File: config.mk
export PLATFORM = sky130hd
export DESIGN_NAME = rxeq_adapt_control
export DESIGN_NICKNAME = d
export VERILOG_FILES = /design/src/core/rxeq_pkg.sv /design/src/core/rxeq_txffe_reduce.sv /design/src/core/rxeq_adapt_control.sv
export VERILOG_INCLUDE_DIRS = /design/src /design/src/core
export SDC_FILE = /design/constraint.sdc
export NUM_CORES = 1
export LEC_CHECK = 0
export ABC_AREA = 0
export BUFFER_PORTS_ARGS = -buffer_cell sky130_fd_sc_hd__buf_2
export CELL_PAD_IN_SITES_DETAIL_PLACEMENT = 1
export CELL_PAD_IN_SITES_GLOBAL_PLACEMENT = 2
export CORE_MARGIN = 5
export CORE_UTILIZATION = 30
export DETAILED_ROUTE_END_ITERATION = 7
export PLACE_DENSITY_LB_ADDON = 0.1
export SYNTH_ARGS = -nofsm -noshare
export SYNTH_HDL_FRONTEND = slang
export SYNTH_SLANG_ARGS = --single-unit
File: constraint.sdc
create_clock -name clk -period 2 [get_ports clk]
set_input_delay 0 -clock clk [delete_from_list [all_inputs] [get_ports clk]]
set_output_delay 0 -clock clk [all_outputs]
set_load 0.05 [all_outputs]
File: src/core/rxeq_params.svh
// Constants for the receiver equalizer adaptation control block.
`ifndef RXEQ_PARAMS_SVH
`define RXEQ_PARAMS_SVH

// ----------------------------------------------------------------------------
// clock and timing
// ----------------------------------------------------------------------------
`define RXEQ_CLK_MHZ            20
`define RXEQ_ADAPT_DONE_TIME_US 5000
`define RXEQ_DWELL_TIME_NS      3200

// ----------------------------------------------------------------------------
// equalizer settings and fields
// ----------------------------------------------------------------------------
`define RXEQ_EQ_W          4
`define RXEQ_EQ_MIN        4'h0
`define RXEQ_EQ_MAX        4'hF
`define RXEQ_EQ_BYPASS     4'h0
`define RXEQ_DCG_BYPASS    2'h2
`define RXEQ_LANES         4
`define RXEQ_CLK_LANE      3
`define RXEQ_LANES_ALL     4'hF
`define RXEQ_LANES_THREE   4'h7
`define RXEQ_LANES_NONE    4'h0

// ----------------------------------------------------------------------------
// training patterns and emphasis levels
// ----------------------------------------------------------------------------
`define RXEQ_LTP_TEST_LO   4'h1
`define RXEQ_LTP_TEST_HI   4'h4
`define RXEQ_LTP_ADAPT_LO  4'h5
`define RXEQ_LTP_ADAPT_HI  4'h8
`define RXEQ_TXFFE0        2'h0
`define RXEQ_TXFFE1        2'h1
`define RXEQ_TXFFE2        2'h2
`define RXEQ_TXFFE3        2'h3

`endif

File: src/core/rxeq_pkg.sv
// Types shared by the receiver equalizer adaptation control block.
package rxeq_pkg;

  // four-level strap pin reading
  typedef enum logic [1:0] {
    LVL_0,
    LVL_R,
    LVL_F,
    LVL_1
  } rxeq_level_t;

  // link mode reported by the control-channel snooper
  typedef enum logic [1:0] {
    LINK_LEGACY14,
    LINK_LEGACY20,
    LINK_FRL,
    LINK_UNUSED
  } rxeq_link_t;

  // adaptation sequencer
  typedef enum logic [1:0] {
    ADAPT_IDLE,
    ADAPT_SCAN,
    ADAPT_DONE
  } rxeq_adapt_state_t;

endpackage

File: src/core/rxeq_txffe_reduce.sv
// Equalizer reduction for one lane per requested emphasis level.
`timescale 1ns/1ps
`include "rxeq_params.svh"
module rxeq_txffe_reduce (
  // control
  input  wire logic       enable,
  input  wire logic [1:0] level,
  // settings
  input  wire logic [3:0] initEq,
  output logic      [3:0] reducedEq
);

  wire logic [3:0] ffe1Eq;
  wire logic [3:0] ffe2Eq;
  wire logic [3:0] ffe3Eq;

  assign ffe1Eq = (initEq < 4'h8) ? (initEq >> 1) : (initEq - 4'h4);
  assign ffe2Eq = (initEq < 4'h4) ? 4'h0 :
                  (initEq < 4'h8) ? 4'h1 : (initEq - 4'h6);
  assign ffe3Eq = (initEq < 4'h8) ? 4'h0 :
                  (initEq < 4'hC) ? 4'h1 : (initEq - 4'hA);

  // without the compatible mode every level keeps the initial setting
  assign reducedEq = (!enable || level == `RXEQ_TXFFE0) ? initEq :
                     (level == `RXEQ_TXFFE1) ? ffe1Eq :
                     (level == `RXEQ_TXFFE2) ? ffe2Eq : ffe3Eq;

endmodule

File: src/core/rxeq_adapt_control.sv
// Receiver equalizer selection: bypass, adaptation and emphasis-level reduction.
//
// Operation
// Register mode: buffer behaviour only when bypass enable is 1 and DC gain is 2.
// Bypass never available when configured by strap pins.
// With bypass on, lanes at setting 0 skip the equalizer; others stay equalized.
// Adapt only in fixed-rate mode; legacy modes use strap or register setting; the clock lane runs at the lowest setting instead.
// Register mode adapts only when the adapt enable bit is set.
// Scan settings upward, keep the highest one that is not over-equalized.
// Start adaptation when training begins; restart on every data rate change.
// Step only during emphasis level 0 while patterns 5 to 8 arrive.
// Adaptation ends within a fixed time counted from training start.
// Levels 1 to 3 hold the setting found at level 0; no re-adaptation.
// After fallback to legacy use strap setting, or register setting in register mode; the clock lane runs at the lowest setting instead.
// Lane outputs off until adaptation completes, then lanes for the mode on.
// Register mode: clearing the hold bit removes the output hold.
// Strap enable: mode 0 off; R and 1 on for map F and 1; F uses register.
// Observe lane 0 only; apply the result to every fixed-rate data lane.
// Test patterns 1 to 4 before training use the strap setting.
// Emphasis-compatible reduction only when configured as a limited redriver.
// Reduction allowed in register mode and every strap mode but mode 0.
// Level 0 initial setting: straps without adaptation, adapted value with it; register mode uses the register setting instead of straps.
// Level 1: half of initial for 0 to 7, initial minus four for 8 to 15.
// Level 2: 0 for 0 to 3, 1 for 4 to 7, minus six for 8 to 15.
// Level 3: 0 for 0 to 7, 1 for 8 to 11, minus ten for 12 to 15.
// Strap setting is row times four plus column from the two four-level pins.
// Training stage, emphasis level, pattern and rate come from a snooping unit.
`timescale 1ns/1ps
`include "rxeq_params.svh"
module rxeq_adapt_control #(
  parameter int unsigned ADAPT_DONE_CYCLES = `RXEQ_ADAPT_DONE_TIME_US * `RXEQ_CLK_MHZ
) (
  // clock and reset
  input  wire logic       clk,
  input  wire logic       resetn,
  // strap pins, four-level readings coded 0,R,F,1
  input  wire logic [1:0] modeStrap,
  input  wire logic [1:0] eqMapSelectStrap,
  input  wire logic [3:0] eqStrapPins,
  // configuration bits
  input  wire logic       limitedRedriver,
  input  wire logic       eqBypassEnable,
  input  wire logic [1:0] globalDcGain,
  input  wire logic       adaptEnable,
  input  wire logic       outputHoldUntilAdapted,
  input  wire logic [3:0] regEqLane0,
  input  wire logic [3:0] regEqLane1,
  input  wire logic [3:0] regEqLane2,
  input  wire logic [3:0] regEqLane3,
  // snooped link state
  input  wire logic [1:0] linkMode,
  input  wire logic       trainActive,
  input  wire logic [1:0] txffeLevel,
  input  wire logic [3:0] patternNum,
  input  wire logic [2:0] dataRate,
  input  wire logic       frlFourLane,
  // lane 0 front-end detector
  input  wire logic       dataLane0OverEq,
  // equalizer and lane controls
  output logic      [3:0] laneEq0,
  output logic      [3:0] laneEq1,
  output logic      [3:0] laneEq2,
  output logic      [3:0] laneEq3,
  output logic      [3:0] laneBypass,
  output logic      [3:0] laneOutEnable,
  // adaptation status
  output logic            adaptDone,
  output logic      [3:0] adaptedEq
);

  localparam int unsigned DWELL_CYCLES = (`RXEQ_DWELL_TIME_NS * `RXEQ_CLK_MHZ + 999) / 1000;

  // ----------------------------------------------------------------------------
  // synchronisers and strap capture
  // ----------------------------------------------------------------------------
  logic [8:0] pinMeta_r;
  logic [8:0] pinSync_r;
  logic [1:0] strapCnt_r;
  rxeq_pkg::rxeq_level_t strapMode_r;
  rxeq_pkg::rxeq_level_t strapMap_r;
  rxeq_pkg::rxeq_level_t strapUpper_r;
  rxeq_pkg::rxeq_level_t strapLower_r;

  wire logic strapTake;
  wire logic strapValid;
  wire logic overEq;

  always_ff @(posedge clk or negedge resetn) begin
    if (!resetn) begin
      pinMeta_r <= 9'h000;
      pinSync_r <= 9'h000;
    end else begin
      pinMeta_r <= {dataLane0OverEq, modeStrap, eqMapSelectStrap, eqStrapPins};
      pinSync_r <= pinMeta_r;
    end
  end

  // straps are latched once, after the synchroniser has settled
  assign strapTake  = (strapCnt_r == 2'h2);
  assign strapValid = (strapCnt_r == 2'h3);
  assign overEq     = pinSync_r[8];

  always_ff @(posedge clk or negedge resetn) begin
    if (!resetn) begin
      strapCnt_r   <= 2'h0;
      strapMode_r  <= rxeq_pkg::LVL_0;
      strapMap_r   <= rxeq_pkg::LVL_0;
      strapUpper_r <= rxeq_pkg::LVL_0;
      strapLower_r <= rxeq_pkg::LVL_0;
    end else begin
      if (!strapValid) strapCnt_r <= strapCnt_r + 2'h1;
      if (strapTake) begin
        strapMode_r  <= rxeq_pkg::rxeq_level_t'(pinSync_r[7:6]);
        strapMap_r   <= rxeq_pkg::rxeq_level_t'(pinSync_r[5:4]);
        strapUpper_r <= rxeq_pkg::rxeq_level_t'(pinSync_r[3:2]);
        strapLower_r <= rxeq_pkg::rxeq_level_t'(pinSync_r[1:0]);
      end
    end
  end

  // ----------------------------------------------------------------------------
  // configuration decode
  // ----------------------------------------------------------------------------
  wire logic       regMode;
  wire logic [1:0] strapRow;
  wire logic [1:0] strapCol;
  wire logic [3:0] strapEq;
  wire logic       mapAdaptOk;
  wire logic       adaptEnabled;
  wire logic       isFrl;
  wire logic       adaptOn;
  wire logic       bypassOn;
  wire logic       compatOn;
  wire logic       ltpAdapt;
  wire logic       ltpTest;

  // the mode strap at level F hands control to the register bits
  assign regMode  = (strapMode_r == rxeq_pkg::LVL_F);
  assign strapRow = (strapUpper_r == rxeq_pkg::LVL_0) ? 2'h0 :
                    (strapUpper_r == rxeq_pkg::LVL_F) ? 2'h1 :
                    (strapUpper_r == rxeq_pkg::LVL_R) ? 2'h2 : 2'h3;
  assign strapCol = strapLower_r;
  assign strapEq  = {strapRow, strapCol};

  assign mapAdaptOk   = (strapMap_r == rxeq_pkg::LVL_F) || (strapMap_r == rxeq_pkg::LVL_1);
  assign adaptEnabled = regMode ? adaptEnable :
                        ((strapMode_r == rxeq_pkg::LVL_R) || (strapMode_r == rxeq_pkg::LVL_1)) &&
                        mapAdaptOk;
  assign isFrl    = (linkMode == rxeq_pkg::LINK_FRL);
  assign adaptOn  = isFrl && adaptEnabled && strapValid;
  assign bypassOn = regMode && eqBypassEnable && (globalDcGain == `RXEQ_DCG_BYPASS);
  assign compatOn = limitedRedriver && (regMode || strapMode_r != rxeq_pkg::LVL_0);
  assign ltpAdapt = (patternNum >= `RXEQ_LTP_ADAPT_LO) && (patternNum <= `RXEQ_LTP_ADAPT_HI);
  assign ltpTest  = (patternNum >= `RXEQ_LTP_TEST_LO) && (patternNum <= `RXEQ_LTP_TEST_HI);

  // ----------------------------------------------------------------------------
  // adaptation sequencer
  // ----------------------------------------------------------------------------
  rxeq_pkg::rxeq_adapt_state_t state_r;
  rxeq_pkg::rxeq_adapt_state_t state_nxt;
  logic [23:0] timer_r;
  logic [23:0] timer_nxt;
  logic [7:0]  dwell_r;
  logic [7:0]  dwell_nxt;
  logic [3:0]  setting_r;
  logic [3:0]  setting_nxt;
  logic [3:0]  best_r;
  logic [3:0]  best_nxt;
  logic        trainActive_r;
  logic [2:0]  rate_r;
  logic        trained_r;

  wire logic trainRise;
  wire logic rateChange;
  wire logic startAdapt;
  wire logic stepOk;
  wire logic timerEnd;
  wire logic dwellEnd;

  assign trainRise  = trainActive && !trainActive_r && isFrl;
  assign rateChange = isFrl && trainActive && (dataRate != rate_r);
  assign startAdapt = adaptOn && (trainRise || rateChange);
  assign stepOk     = (txffeLevel == `RXEQ_TXFFE0) && ltpAdapt;
  assign timerEnd   = (timer_r >= 24'(ADAPT_DONE_CYCLES - 1));
  assign dwellEnd   = (dwell_r == 8'(DWELL_CYCLES - 1));

  always_comb begin
    state_nxt   = state_r;
    timer_nxt   = timer_r;
    dwell_nxt   = dwell_r;
    setting_nxt = setting_r;
    best_nxt    = best_r;
    case (state_r)
      rxeq_pkg::ADAPT_SCAN: begin
        timer_nxt = timer_r + 24'h000001;
        if (timerEnd) begin
          state_nxt = rxeq_pkg::ADAPT_DONE;
        end else if (stepOk) begin
          dwell_nxt = dwell_r + 8'h01;
          if (dwellEnd) begin
            dwell_nxt = 8'h00;
            // the first over-equalized step ends the scan; best keeps the last clean one
            if (overEq) begin
              state_nxt = rxeq_pkg::ADAPT_DONE;
            end else begin
              best_nxt = setting_r;
              if (setting_r == `RXEQ_EQ_MAX) begin
                state_nxt = rxeq_pkg::ADAPT_DONE;
              end else begin
                setting_nxt = setting_r + 4'h1;
              end
            end
          end
        end
      end
      default: begin
      end
    endcase
    if (!adaptOn) begin
      state_nxt = rxeq_pkg::ADAPT_IDLE;
    end
    if (startAdapt) begin
      state_nxt   = rxeq_pkg::ADAPT_SCAN;
      timer_nxt   = 24'h000000;
      dwell_nxt   = 8'h00;
      setting_nxt = `RXEQ_EQ_MIN;
      best_nxt    = `RXEQ_EQ_MIN;
    end
  end

  always_ff @(posedge clk or negedge resetn) begin
    if (!resetn) begin
      state_r   <= rxeq_pkg::ADAPT_IDLE;
      timer_r   <= 24'h000000;
      dwell_r   <= 8'h00;
      setting_r <= `RXEQ_EQ_MIN;
      best_r    <= `RXEQ_EQ_MIN;
    end else begin
      state_r   <= state_nxt;
      timer_r   <= timer_nxt;
      dwell_r   <= dwell_nxt;
      setting_r <= setting_nxt;
      best_r    <= best_nxt;
    end
  end

  // trained stays set until the link leaves fixed-rate mode
  always_ff @(posedge clk or negedge resetn) begin
    if (!resetn) begin
      trainActive_r <= 1'b0;
      rate_r        <= 3'h0;
      trained_r     <= 1'b0;
    end else begin
      trainActive_r <= trainActive;
      rate_r        <= dataRate;
      trained_r     <= isFrl && (trained_r || trainRise);
    end
  end

  // ----------------------------------------------------------------------------
  // per-lane setting selection
  // ----------------------------------------------------------------------------
  logic [3:0] regEq [4];
  logic [3:0] initEq_r [4];
  logic [3:0] laneEq_r [4];
  logic [3:0] reducedEq [4];
  logic [3:0] laneBypass_r;
  logic [3:0] laneOutEnable_r;
  logic [3:0] adaptedEq_r;
  logic       adaptDone_r;

  wire logic       strapFallback;
  wire logic       useAdapted;
  wire logic       holdOut;
  wire logic [3:0] lanesUsed;

  assign regEq[0] = regEqLane0;
  assign regEq[1] = regEqLane1;
  assign regEq[2] = regEqLane2;
  assign regEq[3] = regEqLane3;

  assign strapFallback = ltpTest && !trained_r;
  assign useAdapted    = adaptOn && trained_r;

  genvar gl;
  generate
    for (gl = 0; gl < `RXEQ_LANES; gl++) begin : g_lane
      wire logic [3:0] baseEq;
      wire logic [3:0] initNow;
      wire logic [3:0] legacyEq;
      wire logic [3:0] eqNxt;

      assign baseEq   = regMode ? regEq[gl] : strapEq;
      assign initNow  = strapFallback ? strapEq :
                        useAdapted ? best_r : baseEq;
      // clock lane in legacy modes runs at the lowest setting
      assign legacyEq = (gl == `RXEQ_CLK_LANE) ? `RXEQ_EQ_MIN : baseEq;
      assign eqNxt    = isFrl ? reducedEq[gl] : legacyEq;

      rxeq_txffe_reduce u_reduce (
        .enable    (compatOn),
        .level     (txffeLevel),
        .initEq    (initEq_r[gl]),
        .reducedEq (reducedEq[gl])
      );

      always_ff @(posedge clk or negedge resetn) begin
        if (!resetn) begin
          initEq_r[gl]     <= `RXEQ_EQ_MIN;
          laneEq_r[gl]     <= `RXEQ_EQ_MIN;
          laneBypass_r[gl] <= 1'b0;
        end else begin
          if (txffeLevel == `RXEQ_TXFFE0) initEq_r[gl] <= initNow;
          laneEq_r[gl]     <= eqNxt;
          laneBypass_r[gl] <= bypassOn && (eqNxt == `RXEQ_EQ_BYPASS);
        end
      end
    end
  endgenerate

  // three-lane fixed-rate links leave the clock lane unused
  assign lanesUsed = (isFrl && !frlFourLane) ? `RXEQ_LANES_THREE : `RXEQ_LANES_ALL;
  assign holdOut   = adaptOn && ((state_r != rxeq_pkg::ADAPT_DONE) || startAdapt) &&
                     (regMode ? outputHoldUntilAdapted : 1'b1);

  always_ff @(posedge clk or negedge resetn) begin
    if (!resetn) begin
      laneOutEnable_r <= `RXEQ_LANES_NONE;
      adaptedEq_r     <= `RXEQ_EQ_MIN;
      adaptDone_r     <= 1'b0;
    end else begin
      laneOutEnable_r <= holdOut ? `RXEQ_LANES_NONE : lanesUsed;
      adaptedEq_r     <= best_r;
      adaptDone_r     <= (state_r == rxeq_pkg::ADAPT_DONE);
    end
  end

  assign laneEq0       = laneEq_r[0];
  assign laneEq1       = laneEq_r[1];
  assign laneEq2       = laneEq_r[2];
  assign laneEq3       = laneEq_r[3];
  assign laneBypass    = laneBypass_r;
  assign laneOutEnable = laneOutEnable_r;
  assign adaptedEq     = adaptedEq_r;
  assign adaptDone     = adaptDone_r;

  // ----------------------------------------------------------------------------
  // checks
  // ----------------------------------------------------------------------------
  property p_bypassCause;
    @(posedge clk) disable iff (!resetn)
      (laneBypass_r != 4'h0) |-> $past(regMode) && $past(eqBypassEnable) && ($past(globalDcGain) == 2'h2);
  endproperty
  a_bypassCause: assert property (p_bypassCause) else $error("bypass without register enable");

  property p_strapNoBypass;
    @(posedge clk) disable iff (!resetn)
      !regMode |=> (laneBypass_r == 4'h0);
  endproperty
  a_strapNoBypass: assert property (p_strapNoBypass) else $error("bypass in strap mode");

  property p_bypassLane0;
    @(posedge clk) disable iff (!resetn)
      $past(bypassOn) |-> (laneBypass_r[0] == (laneEq_r[0] == 4'h0));
  endproperty
  a_bypassLane0: assert property (p_bypassLane0) else $error("lane 0 bypass mismatch");

  property p_legacyIdle;
    @(posedge clk) disable iff (!resetn)
      !isFrl |=> (state_r == rxeq_pkg::ADAPT_IDLE);
  endproperty
  a_legacyIdle: assert property (p_legacyIdle) else $error("adaptation outside fixed-rate mode");

  property p_regNeedsEnable;
    @(posedge clk) disable iff (!resetn)
      (regMode && !adaptEnable) |=> (state_r == rxeq_pkg::ADAPT_IDLE);
  endproperty
  a_regNeedsEnable: assert property (p_regNeedsEnable) else $error("adaptation without enable");

  property p_stepGate;
    @(posedge clk) disable iff (!resetn)
      ($past(state_r) == rxeq_pkg::ADAPT_SCAN && $changed(setting_r) && !$past(startAdapt)) |-> $past(stepOk);
  endproperty
  a_stepGate: assert property (p_stepGate) else $error("setting stepped outside level 0 patterns");

  property p_timeBound;
    @(posedge clk) disable iff (!resetn)
      (state_r == rxeq_pkg::ADAPT_SCAN) |-> (timer_r < 24'(ADAPT_DONE_CYCLES));
  endproperty
  a_timeBound: assert property (p_timeBound) else $error("adaptation overran its time");

  property p_holdLevel;
    @(posedge clk) disable iff (!resetn)
      (txffeLevel != 2'h0 && !startAdapt) |=> $stable(initEq_r[0]) && $stable(best_r);
  endproperty
  a_holdLevel: assert property (p_holdLevel) else $error("setting changed after level 0");

  property p_outputsHeld;
    @(posedge clk) disable iff (!resetn)
      holdOut |=> (laneOutEnable_r == 4'h0);
  endproperty
  a_outputsHeld: assert property (p_outputsHeld) else $error("lanes enabled before adaptation done");

  property p_sameLanes;
    @(posedge clk) disable iff (!resetn)
      (useAdapted && !strapFallback && txffeLevel == 2'h0) |=>
        (initEq_r[1] == initEq_r[0]) && (initEq_r[2] == initEq_r[0]);
  endproperty
  a_sameLanes: assert property (p_sameLanes) else $error("data lanes differ after adaptation");

  property p_reduceLevel1;
    @(posedge clk) disable iff (!resetn)
      (compatOn && txffeLevel == 2'h1 && initEq_r[0] >= 4'h8) |-> (reducedEq[0] == initEq_r[0] - 4'h4);
  endproperty
  a_reduceLevel1: assert property (p_reduceLevel1) else $error("level 1 reduction wrong");

endmodule

# Word level (Yosys, flattened, before mapping)
# Cells that the tools add are included.
dict set report word_totals {
  register_bits 120
  inputBits 46
  output_inout_bits 29
  word_cells 221
}
dict set report op_classes {
  add_sub_neg 16
  magnitude_cmp 17
  eq_ne 26
  n_mux 83
  n_reduce_logical 49
}
# op count
set ops {}
lappend ops {{4-bit two-way mux} 63}
lappend ops {{24-bit two-way mux} 2}
lappend ops {{8-bit two-way mux} 5}
lappend ops {{4-bit < comparator, second input constant} 8}
lappend ops {{4-bit by 3-bit subtractor with 4-bit output, second input constant} 8}
lappend ops {{24-bit by 1-bit adder with 24-bit output, second input constant} 1}
lappend ops {{24-bit by 17-bit >= comparator with 1-bit output, second input constant} 1}
lappend ops {{1-bit logical AND} 24}
lappend ops {{2-bit == test, second input constant} 11}
lappend ops {{2-bit two-way mux} 10}
lappend ops {{4-bit logical NOT} 4}
lappend ops {{4-bit by 3-bit < comparator with 1-bit output, second input constant} 4}
lappend ops {{4-bit subtractor, second input constant} 4}
lappend ops {{8-bit by 1-bit adder with 8-bit output, second input constant} 1}
lappend ops {{2-bit by 1-bit == test with 1-bit output, second input constant} 4}
lappend ops {{8-bit by 6-bit == test with 1-bit output, second input constant} 1}
lappend ops {{4-bit by 1-bit inequality test with 1-bit output, second input constant} 2}
lappend ops {{2-bit nonzero test} 4}
lappend ops {{1-bit logical OR} 7}
lappend ops {{2-bit inequality test, second input constant} 3}
lappend ops {{6-bit AND reduction} 1}
lappend ops {{5-bit by 2-bit inequality test with 1-bit output, second input constant} 1}
lappend ops {{5-bit AND reduction} 1}
lappend ops {{4-bit by 1-bit adder with 4-bit output, second input constant} 1}
lappend ops {{other kinds (14)} 20}

# Depth between registers and ports, before layout
dict set report logic_depth {
  depth_word 11
  mapped_depth 8
  depth_no_buf 7
}

# Modules after synthesis
# From an unflattened synthesis, not the netlist that was laid out.
dict set report unflattened {
  hier_cells 584
  hier_area_um2 5891.9
}
# module n_inst cells_per_inst area_per_inst_um2 seq_area_each_um2
set modules_own_cells {}
lappend modules_own_cells {rxeq_adapt_control 1 468 5021.1 2877.8}
lappend modules_own_cells {rxeq_txffe_reduce 4 29 217.7 0.0}

# Worst setup path before layout
# OpenSTA, ideal clock, no wires.
dict set report synth_path {
  kind {flip-flop to flip-flop}
  start {register timer_r[0]}
  end {register dwell_r[5]}
  setup_ps 78
  arrival_time_ps 2077
  t_required_ps 1922
  path_slack_ps -155
  stages_incl_launch_ff 9
  path_buffers 2
  synth_period_minus_slack_ps 2155
  cell_sequence {dfrtp_1 -> ha_1 -> nand4_1 -> a2111oi_4 -> or3_1 -> buf_6 -> buf_6 -> or4b_1 -> a21oi_1}
}
dict set report synth_between {
  elab_chain_len 3
}
# element line
set synth_rtl {}
lappend synth_rtl {{start, declared} rxeq_adapt_control.sv:161} ;# logic [23:0] timer_r;
lappend synth_rtl {{start signal, assigned} rxeq_adapt_control.sv:240} ;# timer_r <= timer_nxt;
lappend synth_rtl {{24-bit by 17-bit >= comparator with 1-bit output} rxeq_adapt_control.sv:184} ;# assign timerEnd = (timer_r >= 24'(ADAPT_DONE_CYCLES - 1));
lappend synth_rtl {{2-bit inequality test (no source line)} -}
lappend synth_rtl {{3-bit AND reduction (no source line)} -}
lappend synth_rtl {{end signal, assigned} rxeq_adapt_control.sv:241} ;# dwell_r <= dwell_nxt;
lappend synth_rtl {{end, declared} rxeq_adapt_control.sv:163} ;# logic [7:0] dwell_r;
# Every way passes these cells.
# A chain may end at the register's enable or synchronous reset.

# Worst setup path in the final report
dict set report layout_path {
  start {register timer_r[0]}
  end {register dwell_r[3]}
}
# The elaborated chain is that of the path after synthesis.

==> results.sh <==
export IMPL_first_pass_iters=4
export IMPL_cts_root_buf="clkbuf_16"
export IMPL_fp_dieArea_sq_um=22200
export IMPL_min_path_type="primary input to flip-flop"
export IMPL_clock_sinks=115
export IMPL_nets=797
export IMPL_cp_max_fo=7
export IMPL_rows=50
export IMPL_cp_required_ns=2.34
export IMPL_drt_iter0_drc=189
export IMPL_setup_tns_ns=-0.251
export IMPL_synth_cell_types=63
export IMPL_worstSkewPairLatency_ns=0.41
export IMPL_path_buf_inv=1
export IMPL_place_gp_congestion=0.804
export IMPL_cp_slowest_stage_delay_ns=0.51
export IMPL_layout_setup_ws_ns=-0.0583
export IMPL_path_clk_slew_ns=0.06
export IMPL_setup_viol=6
export IMPL_cts_inserted_buffers=17
export IMPL_grt_overflow=0
export IMPL_ctsHtreeMaxLevel=4
export IMPL_critPathSlowestCell="or4b_4"
export IMPL_track_usage_pct=17.1
export IMPL_path_cells="ha_2, nand4_1, a2111oi_4, or3_4, buf_12, or4b_4, a21oi_2"
export IMPL_final_common_cell="dfrtp_1"
export IMPL_vdd_ir_drop_max_mv=0.596
export IMPL_slew_headroom_pct=60.4
export IMPL_violations="negative setup slack"
export IMPL_area_growth_pct=35.2
export IMPL_num_fill_cells=2165
export IMPL_regArea_sq_um=2880
export IMPL_antenna_found_initial=0
export IMPL_max_cap_violations=0
export IMPL_utilization_pct=41.5
export IMPL_hold_viol=0
export IMPL_synth_seq_cells=115
export IMPL_synth_edf_count=0
export IMPL_fin_crit_ns=2.06
export IMPL_ios=75
export IMPL_clockBufferDepth=2
export IMPL_drc=0
export IMPL_rsz0062_at_grt="yes"
export IMPL_grt_first_pass_wirelength_um=29800
export IMPL_crit_arrival_ns=2.40
export IMPL_grt_pass1_vias=5449
export IMPL_fp_dieW_um=149
export IMPL_start_kind="flip-flop"
export IMPL_via_per_inst=5.00
export IMPL_antenna_cells=0
export IMPL_path_class="flip-flop to flip-flop"
export IMPL_finClkSkew_ns=0.00783
export IMPL_core_sq_um=18900
export IMPL_status="complete, but fails checks"
export IMPL_io_buffers=73
export IMPL_drive_above_1_share_pct=29.4
export IMPL_wire_per_inst_um=18.0
export IMPL_p_leak_nw=3.48
export IMPL_synth_async_reset_ratio_pct=100
export IMPL_cts_tree="built"
export IMPL_powerDensity_nw_per_um2=924
export IMPL_yosys_warnings=0
export IMPL_hpwl_um=13300
export IMPL_cp_top_family="simple AND/OR/NAND/NOR gates"
export IMPL_vias=5051
export IMPL_max_freq_mhz=486
export IMPL_fin_crit_sh_pct=103
export IMPL_ant_nets=0
export IMPL_synth_area_sq_um=5810
export IMPL_syn_instance_count=585
export IMPL_end_kind="flip-flop"
export IMPL_avgSynthCellArea_sq_um=9.92
export IMPL_drv_slew=0
export IMPL_p_total_mw=7.25
export IMPL_ys_flop_type="dfrtp_1"
export IMPL_final_cell_mix="dfrtp_1 (115), buf_4 (74), buf_2 (72), a21oi_1 (54)"
export IMPL_totalWireLength_um=18200
export IMPL_die_h_um=149
export IMPL_start_util_pct=30.7
export IMPL_grt_max_degree=103
export IMPL_pre_cts_ws_ns=-0.154
export IMPL_synth_fp_nets=644
export IMPL_yosysSeqAreaShare_pct=49.6
export IMPL_multiInputGateArea_sq_um=2760
export IMPL_worstMarginPinSlew_ns=0.593
## metrics by stage
stage | area (sq um) | std cells | hold WS [ns]
5_1_grt | 7850 | 1011 | 0.0359
3_5_place_dp | 6910 | 952 | -0.137
4_1_cts | 7790 | 1007 | 0.00997
3_3_place_gp | 6910 | 952 | -0.141
2_1_floorplan | 5810 | 585 | -0.296
6_report | 7850 | 1011 | 0.0242
## flip-flops by register name, indices dropped and copies added (netlist names), 2 cells and up
register       count
adaptedEq          4
best_r             4
dwell_r            8
initEq_r          16
laneBypass         4
laneEq0            4
laneEq1            4
laneEq2            4
laneEq3            4
laneOutEnable      2
pinMeta_r          8
pinSync_r          8
rate_r             3
setting_r          4
state_r            2
strapCnt_r         2
strapCol           2
strapMode_r        2
strapUpper_r       2
timer_r           24
## where the power goes
group / switching [mW] / internal, mW / leakage [nW]
Clock: 1.16 / 1.71 / 0.270
Combinational: 0.901 / 0.786 / 1.77
Sequential: 0.154 / 2.54 / 1.44
## final timing paths
kind	start	end	slack [ns]	cells past startpoint
max reg2reg	timer_r[0]$_DFFE_PN0P_	dwell_r[3]$_DFFE_PN0P_	-0.06	7
min reg2reg	pinMeta_r[5]$_DFF_PN0_	pinSync_r[5]$_DFF_PN0_	0.35	0
max in group asynchronous	resetn	laneBypass[2]$_DFF_PN0_	0.94	3
max	timer_r[0]$_DFFE_PN0P_	dwell_r[3]$_DFFE_PN0P_	-0.06	7
min	regEqLane2[2]	laneEq2[2]$_DFF_PN0_	0.02	4
min in group asynchronous	resetn	pinMeta_r[5]$_DFF_PN0_	0.19	3
## cells by family after synthesis
logic type	count (synthesis)	share of synthesized area (%)
buffers and inverters	62	4.48
AND/OR/NAND/NOR	192	18.3
multiplexers	16	2.93
flip-flops	115	49.6
XOR/XNOR	24	3.62
adder cells (fa/ha/maj)	13	2.80
AO/OA/AOI/OAI	163	18.3
## cell usage after synthesis (all sizes together) (3+ instances only)
master	instances	area (sq um)
a21oi	61	305
a31oi	5	31.3
a32oi	4	35.0
and2	7	43.8
and3	7	43.8
buf	9	61.3
clkbuf	28	105
dfrtp	115	2880
ha	13	163
inv	25	93.8
mux2	8	90.1
mux2i	8	80.1
nand2	34	128
nand2b	15	93.8
nand3	10	50.1
nand3b	3	22.5
nand4	16	100
nor2	33	124
nor2b	14	87.6
nor3	14	70.1
nor4	11	81.3
o211ai	3	22.5
o21a	4	30.0
o21ai	35	179
o22a	16	140
o22ai	6	37.5
o31ai	6	45.0
or3	10	62.6
or4	7	56.3
or4b	3	30.0
xnor2	18	158
xor2	6	52.6
## layer usage
metal	track usage (%)	vias to the layer above	share of wire, %
met5	0	-	0
met4	5.58	0	1.7
met3	3.07	19	2.7
met2	30.0	71	51
met1	21.4	2519	44
li1	-	2442	-
## layout make-up
type | instances | area share, %
sequential | 115 | 36.7
tap | 260 | 4.15
clock inverter | 15 | 1.71
multi-input combinational | 408 | 35.1
timing repair buffer | 171 | 15.8
inverter | 25 | 1.20
clock buffer | 17 | 5.42
## what timing repair did
item                                    4_1_cts  5_1_grt
resized for setup                            13        9
gates cloned                                  2        0
hold endpoints to repair                    134        0
buffers inserted                              1        4
pin swaps                                    12        7
hold buffers                                 20        0
endpoints found under the setup margin        9       29
## worst register-to-register path, cell delays in order, from the launching register on
cell and delay, ns:
dfrtp_1 0.38, ha_2 0.19, nand4_1 0.12, a2111oi_4 0.09, or3_4 0.42, buf_12 0.15, or4b_4 0.51, a21oi_2 0.13
(Power assumes the default switching activity.)
